## config.mk

```make
export PLATFORM = sky130hd
export DESIGN_NAME = mres_top
export DESIGN_NICKNAME = d
export VERILOG_FILES = /design/src/verilog/mres_pkg.sv /design/src/verilog/mres_counter.sv /design/src/verilog/mres_heartbeat.sv /design/src/verilog/mres_top.sv
export VERILOG_INCLUDE_DIRS = /design/src /design/src/verilog
export SDC_FILE = /design/constraint.sdc
export NUM_CORES = 1
export LEC_CHECK = 0
export BUFFER_PORTS_ARGS = -buffer_cell sky130_fd_sc_hd__buf_2
export CELL_PAD_IN_SITES_DETAIL_PLACEMENT = 0
export CELL_PAD_IN_SITES_GLOBAL_PLACEMENT = 1
export CORE_MARGIN = 2
export CORE_UTILIZATION = 46
export DETAILED_ROUTE_END_ITERATION = 10
export PLACE_DENSITY_LB_ADDON = 0.1
export SLEW_MARGIN = 5
export SYNTH_ARGS = -nofsm -noshare
export SYNTH_HDL_FRONTEND = slang
export SYNTH_SLANG_ARGS = --single-unit
```

## constraint.sdc

```tcl
create_clock -name clk_sys -period 5.4 [get_ports clk_sys]
set_input_delay 0.54 -clock clk_sys [delete_from_list [all_inputs] [get_ports clk_sys]]
set_output_delay 0.54 -clock clk_sys [all_outputs]
set_load 0.03 [all_outputs]
```

## src/verilog/mres_regs.svh

```systemverilog
// Register map, field widths and timing constants for the receive error
// statistics block; assumes an AXI4-Lite slave with 32-bit data.
`ifndef MRES_REGS_SVH
`define MRES_REGS_SVH
`define MRES_OFS_OVERRUN 8'h00
`define MRES_OFS_SYMERR 8'h04
`define MRES_OFS_OVERSIZE 8'h08
`define MRES_OFS_JABBER 8'h0c
`define MRES_OFS_UNDERSIZE 8'h10
`define MRES_OFS_HEARTBEAT 8'h14
`define MRES_OFS_LENMIS 8'h18
`define MRES_OFS_FCSALIGN 8'h1c
`define MRES_OFS_CONFIG 8'h20
`define MRES_OFS_IRQ_STAT 8'h24
`define MRES_OFS_IRQ_MASK 8'h28
`define MRES_CFG_LONG_BIT 8
`define MRES_CFG_LCHK_BIT 16
`define MRES_CFG_FDX_BIT 0
`define MRES_MIN_LEN 14'h0040
`define MRES_MAX_LEN 14'h05ee
`define MRES_MAX_LEN_LONG 14'h0600
`define MRES_TYPE_THRESH 16'h0600
`define MRES_SQE_BITS 96
`define MRES_BIT_NS 10
`define MRES_CLK_NS 10
`define MRES_RESP_OKAY 2'b00
`define MRES_RESP_SLVERR 2'b10
`endif

```

## src/verilog/mres_pkg.sv

```systemverilog
// Types shared by the receive error statistics block.
// Assumes the register header is included by the modules.
package mres_pkg;
   // Counter indices in the counter bank
   typedef enum logic [2:0] {
      MRES_CNT_OVERRUN = 3'b000,
      MRES_CNT_SYMERR = 3'b001,
      MRES_CNT_OVERSIZE = 3'b010,
      MRES_CNT_JABBER = 3'b011,
      MRES_CNT_UNDERSIZE = 3'b100,
      MRES_CNT_HEARTBEAT = 3'b101,
      MRES_CNT_LENMIS = 3'b110,
      MRES_CNT_FCSALIGN = 3'b111
   } mres_cnt_t;
   // Heartbeat watch states
   typedef enum logic [1:0] {
      MRES_HB_IDLE = 2'b00,
      MRES_HB_WAIT = 2'b01
   } mres_hb_t;
endpackage : mres_pkg

```

## src/verilog/mres_counter.sv

```systemverilog
// One saturating-free statistics counter with a software load port.
// Assumes the caller pulses inc for one cycle per event.
`timescale 1ns/10ps
module mres_counter #(
   parameter int WIDTH = 8
) (
   input wire logic clk_sys, // System clock
   input wire logic resetn, // Synchronous reset, active low
   input wire logic inc, // Count one event
   input wire logic load, // Software write strobe
   input wire logic [WIDTH-1:0] load_val, // Value written by software
   output logic [WIDTH-1:0] count // Present count
);
   logic [WIDTH-1:0] count_q;
   // A write replaces the value; an event in the same cycle is added on top,
   // so no event is lost to a software write
   always_ff @(posedge clk_sys) begin
      if (!resetn) begin
         count_q <= '0;
      end else if (load) begin
         count_q <= load_val + WIDTH'(inc);
      end else if (inc) begin
         count_q <= count_q + 1'b1; // Wraps like the other counters
      end
   end
   assign count = count_q;
endmodule : mres_counter

```

## src/verilog/mres_heartbeat.sv

```systemverilog
// Heartbeat (SQE test) watch after each transmitted frame in half duplex.
// Assumes tx_en and the collision indication are synchronous to clk_sys.
`timescale 1ns/10ps
`include "mres_regs.svh"
module mres_heartbeat
   import mres_pkg::*;
#(
   parameter int WIN_CYC = (`MRES_SQE_BITS * `MRES_BIT_NS) / `MRES_CLK_NS
) (
   input wire logic clk_sys, // System clock
   input wire logic resetn, // Synchronous reset, active low
   input wire logic half_duplex, // Link runs half duplex
   input wire logic tx_en, // Transmit enable from the transmit engine
   input wire logic collision_indication, // Collision from the PHY
   output logic hb_fail // One-cycle pulse on a missed heartbeat
);
   mres_hb_t state_q;
   logic tx_en_q;
   logic [$clog2(WIN_CYC+1)-1:0] cnt_q;
   logic fail_q;
   // Window opens on the falling edge of tx_en; a longest time rounds down
   always_ff @(posedge clk_sys) begin
      if (!resetn) begin
         state_q <= MRES_HB_IDLE;
         tx_en_q <= 1'b0;
         cnt_q <= '0;
         fail_q <= 1'b0;
      end else begin
         tx_en_q <= tx_en;
         fail_q <= 1'b0;
         unique case (state_q)
            MRES_HB_IDLE: begin
               if (tx_en_q && !tx_en && half_duplex) begin
                  state_q <= MRES_HB_WAIT;
                  cnt_q <= '0;
               end
            end
            MRES_HB_WAIT: begin
               if (collision_indication) begin
                  state_q <= MRES_HB_IDLE;
               end else if (cnt_q == ($bits(cnt_q))'(WIN_CYC - 1)) begin
                  state_q <= MRES_HB_IDLE;
                  fail_q <= 1'b1;
               end else begin
                  cnt_q <= cnt_q + 1'b1;
               end
            end
         endcase
      end
   end
   assign hb_fail = fail_q;
endmodule : mres_heartbeat

```

## src/verilog/mres_top.sv

```systemverilog
// Receive error statistics counters with an AXI4-Lite register slave.
// Assumes one-cycle frame-status strobes from the receive engine and
// transmit signals from the transmit engine, all on clk_sys.
`timescale 1ns/10ps
`include "mres_regs.svh"
module mres_top
   import mres_pkg::*;
#(
   parameter int CNT_W = 8,
   parameter int NCNT = 8,
   parameter int HB_WIN_CYC = (`MRES_SQE_BITS * `MRES_BIT_NS) / `MRES_CLK_NS
) (
   input wire logic clk_sys, // System clock, 100 MHz
   input wire logic resetn, // Synchronous reset, active low
   input wire logic [7:0] s_axi_awaddr, // Write address
   input wire logic s_axi_awvalid, // Write address valid
   output logic s_axi_awready, // Write address ready
   input wire logic [31:0] s_axi_wdata, // Write data
   input wire logic [3:0] s_axi_wstrb, // Write byte strobes
   input wire logic s_axi_wvalid, // Write data valid
   output logic s_axi_wready, // Write data ready
   output logic [1:0] s_axi_bresp, // Write response
   output logic s_axi_bvalid, // Write response valid
   input wire logic s_axi_bready, // Write response ready
   input wire logic [7:0] s_axi_araddr, // Read address
   input wire logic s_axi_arvalid, // Read address valid
   output logic s_axi_arready, // Read address ready
   output logic [31:0] s_axi_rdata, // Read data
   output logic [1:0] s_axi_rresp, // Read response
   output logic s_axi_rvalid, // Read data valid
   input wire logic s_axi_rready, // Read data ready
   input wire logic rx_frame_done, // Pulse: a received frame has ended
   input wire logic [13:0] rx_frame_len, // Measured frame length in bytes
   input wire logic [15:0] rx_len_type, // Bytes 13 and 14 of the frame
   input wire logic rx_addr_match, // Frame address was recognised
   input wire logic rx_dma_overrun, // Frame lost to receive DMA overrun
   input wire logic rx_symbol_err, // rx_er was seen during the frame
   input wire logic rx_crc_err, // Frame check sequence was bad
   input wire logic rx_align_err, // Frame not a whole number of bytes
   input wire logic tx_en, // Transmit enable
   input wire logic collision_indication, // Collision from the PHY
   output logic irq // Level interrupt
);
   logic [31:0] cfg_q;
   logic [NCNT-1:0] irq_stat_q;
   logic [NCNT-1:0] irq_mask_q;
   logic [NCNT-1:0] ev;
   logic [NCNT-1:0] ld;
   logic [CNT_W-1:0] cnt [NCNT];
   logic aw_have_q;
   logic w_have_q;
   logic [7:0] awaddr_q;
   logic [31:0] wdata_q;
   logic [3:0] wstrb_q;
   logic bvalid_q;
   logic [1:0] bresp_q;
   logic rvalid_q;
   logic [31:0] rdata_q;
   logic [1:0] rresp_q;
   logic wr_go;
   logic hb_fail;
   logic [13:0] max_len;
   logic too_long;
   logic too_short;
   logic bad_crc;
   logic any_err;
   logic [7:0] araddr_w;

   // Long-frame bit lifts the length ceiling for every classification
   assign max_len = cfg_q[`MRES_CFG_LONG_BIT] ? `MRES_MAX_LEN_LONG
                                              : `MRES_MAX_LEN;
   assign too_long = rx_frame_len > max_len;
   assign too_short = rx_frame_len < `MRES_MIN_LEN;
   assign bad_crc = rx_crc_err | rx_align_err;
   assign any_err = bad_crc | rx_symbol_err;

   // Frame classification; each event is a one-cycle pulse
   always_comb begin
      ev = '0;
      ev[MRES_CNT_OVERRUN] = rx_frame_done & rx_addr_match
                             & rx_dma_overrun;
      ev[MRES_CNT_SYMERR] = rx_frame_done & rx_symbol_err;
      ev[MRES_CNT_FCSALIGN] = rx_frame_done & rx_symbol_err
                              & !too_long & !too_short;
      ev[MRES_CNT_OVERSIZE] = rx_frame_done & too_long & !any_err;
      ev[MRES_CNT_JABBER] = rx_frame_done & too_long & any_err;
      ev[MRES_CNT_UNDERSIZE] = rx_frame_done & too_short & !any_err;
      ev[MRES_CNT_HEARTBEAT] = hb_fail;
      ev[MRES_CNT_LENMIS] = rx_frame_done
                            & cfg_q[`MRES_CFG_LCHK_BIT]
                            & (rx_len_type < `MRES_TYPE_THRESH)
                            & !too_long
                            & ({2'b00, rx_frame_len} < rx_len_type);
   end

   // Heartbeat watch runs only in half duplex
   mres_heartbeat #(
      .WIN_CYC(HB_WIN_CYC)
   ) u_hb (
      .clk_sys(clk_sys),
      .resetn(resetn),
      .half_duplex(!cfg_q[`MRES_CFG_FDX_BIT]),
      .tx_en(tx_en),
      .collision_indication(collision_indication),
      .hb_fail(hb_fail)
   );

   // Counter bank, one counter per statistic
   genvar gi;
   generate
      for (gi = 0; gi < NCNT; gi++) begin : g_cnt
         assign ld[gi] = wr_go && wstrb_q[0]
                         && (awaddr_q == 8'(gi * 4));
         mres_counter #(
            .WIDTH(CNT_W)
         ) u_cnt (
            .clk_sys(clk_sys),
            .resetn(resetn),
            .inc(ev[gi]),
            .load(ld[gi]),
            .load_val(wdata_q[CNT_W-1:0]),
            .count(cnt[gi])
         );
      end
   endgenerate

   // Write side: address and data are latched in either order
   assign s_axi_awready = !aw_have_q && !bvalid_q;
   assign s_axi_wready = !w_have_q && !bvalid_q;
   assign wr_go = aw_have_q && w_have_q && !bvalid_q;
   always_ff @(posedge clk_sys) begin
      if (!resetn) begin
         aw_have_q <= 1'b0;
         w_have_q <= 1'b0;
         awaddr_q <= 8'h00;
         wdata_q <= 32'h0000_0000;
         wstrb_q <= 4'h0;
      end else begin
         if (s_axi_awvalid && s_axi_awready) begin
            aw_have_q <= 1'b1;
            awaddr_q <= {s_axi_awaddr[7:2], 2'b00};
         end
         if (s_axi_wvalid && s_axi_wready) begin
            w_have_q <= 1'b1;
            wdata_q <= s_axi_wdata;
            wstrb_q <= s_axi_wstrb;
         end
         if (wr_go) begin
            aw_have_q <= 1'b0;
            w_have_q <= 1'b0;
         end
      end
   end

   // Write response; unmapped addresses answer with a slave error
   always_ff @(posedge clk_sys) begin
      if (!resetn) begin
         bvalid_q <= 1'b0;
         bresp_q <= `MRES_RESP_OKAY;
      end else if (wr_go) begin
         bvalid_q <= 1'b1;
         bresp_q <= (awaddr_q > `MRES_OFS_IRQ_MASK) ? `MRES_RESP_SLVERR
                                                   : `MRES_RESP_OKAY;
      end else if (s_axi_bready) begin
         bvalid_q <= 1'b0;
      end
   end
   assign s_axi_bvalid = bvalid_q;
   assign s_axi_bresp = bresp_q;

   // Configuration register; only the defined bits are kept
   always_ff @(posedge clk_sys) begin
      if (!resetn) begin
         cfg_q <= 32'h0000_0000;
      end else if (wr_go && awaddr_q == `MRES_OFS_CONFIG) begin
         cfg_q <= wdata_q & ((32'h1 << `MRES_CFG_LONG_BIT)
                           | (32'h1 << `MRES_CFG_LCHK_BIT)
                           | (32'h1 << `MRES_CFG_FDX_BIT));
      end
   end

   // Sticky event bits; a new event wins over a write-one clear
   always_ff @(posedge clk_sys) begin
      if (!resetn) begin
         irq_stat_q <= '0;
      end else if (wr_go && awaddr_q == `MRES_OFS_IRQ_STAT) begin
         irq_stat_q <= (irq_stat_q & ~wdata_q[NCNT-1:0]) | ev;
      end else begin
         irq_stat_q <= irq_stat_q | ev;
      end
   end

   // Interrupt mask, same layout as the status bits
   always_ff @(posedge clk_sys) begin
      if (!resetn) begin
         irq_mask_q <= '0;
      end else if (wr_go && awaddr_q == `MRES_OFS_IRQ_MASK) begin
         irq_mask_q <= wdata_q[NCNT-1:0];
      end
   end
   assign irq = |(irq_stat_q & irq_mask_q);

   // Read side: one read under way, data registered
   assign s_axi_arready = !rvalid_q;
   assign araddr_w = {s_axi_araddr[7:2], 2'b00}; // Word address
   always_ff @(posedge clk_sys) begin
      if (!resetn) begin
         rvalid_q <= 1'b0;
         rdata_q <= 32'h0000_0000;
         rresp_q <= `MRES_RESP_OKAY;
      end else if (s_axi_arvalid && s_axi_arready) begin
         rvalid_q <= 1'b1;
         rresp_q <= `MRES_RESP_OKAY;
         rdata_q <= 32'h0000_0000;
         if (s_axi_araddr[7:2] < 6'(NCNT)) begin
            rdata_q <= 32'(cnt[s_axi_araddr[4:2]]);
         end else if (araddr_w == `MRES_OFS_CONFIG) begin
            rdata_q <= cfg_q;
         end else if (araddr_w == `MRES_OFS_IRQ_STAT) begin
            rdata_q <= 32'(irq_stat_q);
         end else if (araddr_w == `MRES_OFS_IRQ_MASK) begin
            rdata_q <= 32'(irq_mask_q);
         end else begin
            rresp_q <= `MRES_RESP_SLVERR; // Unmapped address
         end
      end else if (s_axi_rready) begin
         rvalid_q <= 1'b0;
      end
   end
   assign s_axi_rvalid = rvalid_q;
   assign s_axi_rdata = rdata_q;
   assign s_axi_rresp = rresp_q;
endmodule : mres_top

```

==> results.json <==
{
  "start_util_pct": 46.54,
  "worstSetupStartpointType": "register",
  "syn2layout_area_growth_pct": 13.73,
  "critPathRequiredTime_ps": 5670,
  "avgSynthCellArea_um2": 8.376,
  "grtUsageTotal_pct": 25.52,
  "layout-drive-gt1-share_pct": 14.76,
  "post_synth_instance_area_um2": 7965,
  "cts_setup_buffers": 0,
  "grt_setup_unrepaired": "false",
  "vdd_drop_max_uv": 218.2,
  "grt_pass1_vias": 6303,
  "seqCellArea_um2": 2522,
  "reg2reg_to": "g_cnt[6].u_cnt.count[6]",
  "synth_seq_cells": 126,
  "dr.pass1.iters": 4,
  "p_leak_nw": 3.785,
  "hold_class": "input port to register",
  "arrival_ps": 4270,
  "cp_slowest_cell": "a221oi_4",
  "stdcell_count": 1248,
  "min_period_ps": 4000,
  "yosys_warnings": 0,
  "grt-ovfl-total": 0,
  "ys_types": 56,
  "maxCapViolations": 0,
  "max_freq_mhz": 250.0,
  "async_flop_share_pct": 0,
  "cts_buffers": 17,
  "avgViaCountPerCell": 5.534,
  "worst_pin_slew_ps": 1010,
  "fillerInstances": 1721,
  "drc": 0,
  "cp_max_fo": 14,
  "reg2reg_slack_ps": 1400,
  "grt_max_degree": 49,
  "dieArea_um2": 18380,
  "whs_path_depth": 2,
  "ys.flop_type": "dfxtp_1",
  "wl_per_cell_um": 18.20,
  "status": "complete, no violations",
  "finalCritPeriodShare_pct": 74.07,
  "dp_cells": 1216,
  "die_h_um": 135.6,
  "gp_congestion": 0.8384,
  "hold_viol": 0,
  "syn_inst": 951,
  "clk_pin_slew_ps": 60,
  "layout_commonest_cell": "dfxtp_1",
  "hold_slack_ps": 297.6,
  "cts_tree": "built",
  "fin_skew_ps": 10.51,
  "h-tree-depth": 4,
  "post-route-util_pct": 52.92,
  "r2r-start": "cfg_q[8]",
  "chipWidth_um": 135.6,
  "path_class": "register to register",
  "synth_edf_count": 0,
  "final_cell_mix": "dfxtp_1, nor2_1, nand2_1",
  "grt_pass1_wl_um": 35660,
  "cp_top_family": "simple AND/OR/NAND/NOR gates",
  "antenna_found_initial": 0,
  "root_buffer": "clkbuf_16",
  "wirelength_um": 22720,
  "dpl.hpwl_um": 16010,
  "antenna_cells": 0,
  "slew_viol_final": 0,
  "drt_iter0_drc": 431,
  "row_count": 48,
  "hold_path.startpoint": "s_axi_rready",
  "cts.sinks": 126,
  "core_um2": 17120,
  "slowest_delay_ps": 630,
  "nets": 1153,
  "worstSkewPairLatency_ps": 430,
  "finalSetupViolations": 0,
  "slew_headroom_pct": 32.58,
  "port_buffers": 85,
  "io_pins": 139,
  "multi_input_area_um2": 5041,
  "setup_tns_ps": 0,
  "vias": 6906,
  "ff2ff_path_depth": 13,
  "yosysSeqAreaShare_pct": 31.67,
  "hold_buffers": 0,
  "end_kind": "register",
  "ant_nets": 0,
  "clockBufferDepth": 2,
  "cts_resized": 0,
  "min_to": "s_axi_rvalid",
  "crit_buf_inv": 2,
  "powerDensity_nw_per_um2": 274.2,
  "critPathMostFrequentCell": "ha_1",
  "crit_chain": "inv_1, ha_1, nand3_1, or4_4, a221oi_4, nand4_2, inv_1, ha_1, ha_1, nand2_1, xnor2_1, o21ai_0, a31oi_1"
}
kinds of logic (layout without fill, tap and decap cells):
logic type / after synthesis / after routing / share of synthesized area (%)
AO/OA/AOI/OAI: 178 / 178 / 14.15
XOR/XNOR: 102 / 102 / 11.22
adder cells (fa/ha/maj): 46 / 46 / 7.226
buffers and inverters: 103 / 152 / 6.126
flip-flops: 126 / 126 / 31.67
multiplexers: 46 / 46 / 8.310
other: 1 / 24 / 0.04708
AND/OR/NAND/NOR: 349 / 349 / 21.25
stage by stage:
step | power (W) | setup slack [ps] | area (µm²)
after floorplan | 0.001198 | 2331 | 8051
after CTS | 0.002495 | 1377 | 9059
final | 0.002484 | 1400 | 9059
after detailed placement | 0.001276 | 1378 | 8432
after global routing | 0.002574 | 999.5 | 9059
after global placement | 0.001275 | 1376 | 8432
layer usage:
metal,GRT usage (%),vias up,part of all wire [%]
li1,-,3457,-
met1,35.77,3236,48
met2,40.54,179,46
met3,4.602,34,4.5
met4,6.713,0,1.9
met5,0,-,0
worst reg2reg max path, stage by stage (launching register included):
cell      delay (ps)
dfxtp_1          620
inv_1            150
ha_1             320
nand3_1          130
or4_4            520
a221oi_4         630
nand4_2          490
inv_1            160
ha_1             200
ha_1             210
nand2_1           80
xnor2_1          140
o21ai_0          160
a31oi_1           60
Yosys cell counts, drive strengths merged (6+ instances only):
cell type	instances	area share (%)
and2	8	0.63
nand2	102	4.8
buf	39	3.1
xnor2	47	5.2
nor2b	6	0.47
mux2i	29	3.6
clkbuf	37	1.7
o221ai	8	0.88
o21ai	44	2.8
a211oi	38	3.6
nor2	107	5.0
nand4	25	2.0
and3	17	1.3
a31oi	10	0.79
dfxtp	126	32
xor2	55	6.0
a21oi	51	3.2
or3	8	0.63
nand3	31	1.9
inv	26	1.2
ha	46	7.2
a22oi	11	1.0
nor4	9	0.90
mux4	16	4.5
nor3	9	0.57
registers in the layout, summed over array words and instances (netlist names):
register,flops
g_cnt.u_cnt.count,64
s_axi_rdata,10
wdata_q,10
irq_mask_q,8
irq_stat_q,8
u_hb.cnt_q,7
awaddr_q,6
cfg_q,3
aw_have_q,1
s_axi_bresp,1
s_axi_bvalid,1
s_axi_rresp,1
s_axi_rvalid,1
u_hb.hb_fail,1
u_hb.state_q,1
u_hb.tx_en_q,1
w_have_q,1
wstrb_q,1
where the power goes:
| group | total [W] | switching (W) | internal [W] |
|---|---|---|---|
| clock network | 0.00123 | 0.000461 | 0.000766 |
| registers | 0.000993 | 0.0000382 | 0.000955 |
| logic | 0.000264 | 0.000168 | 0.0000958 |
| total | 0.00248 | 0.000667 | 0.00182 |
cell type report:
class | instances | area share [%]
clock inverter | 12 | 1.768
inverter | 27 | 1.119
sequential | 126 | 27.85
clock buffer | 20 | 5.152
multi-input combinational | 745 | 55.65
tap | 225 | 3.108
timing repair buffer | 93 | 5.359
how the worst max path moves through the flow:
stage | startpoint | to | cells after the start
finish | cfg_q[8] | g_cnt[6].u_cnt.count[6] | 13
CTS | cfg_q[8] | g_cnt[6].u_cnt.count[4] | 13
global route | cfg_q[8] | g_cnt[6].u_cnt.count[5] | 13
global placement | cfg_q[8] | g_cnt[6].u_cnt.count[6] | 13
floorplan | rx_frame_len[5] | g_cnt[7].u_cnt.count[7] | 12
detailed placement | cfg_q[8] | g_cnt[6].u_cnt.count[4] | 13
Power figures use the tool's default switching activity.
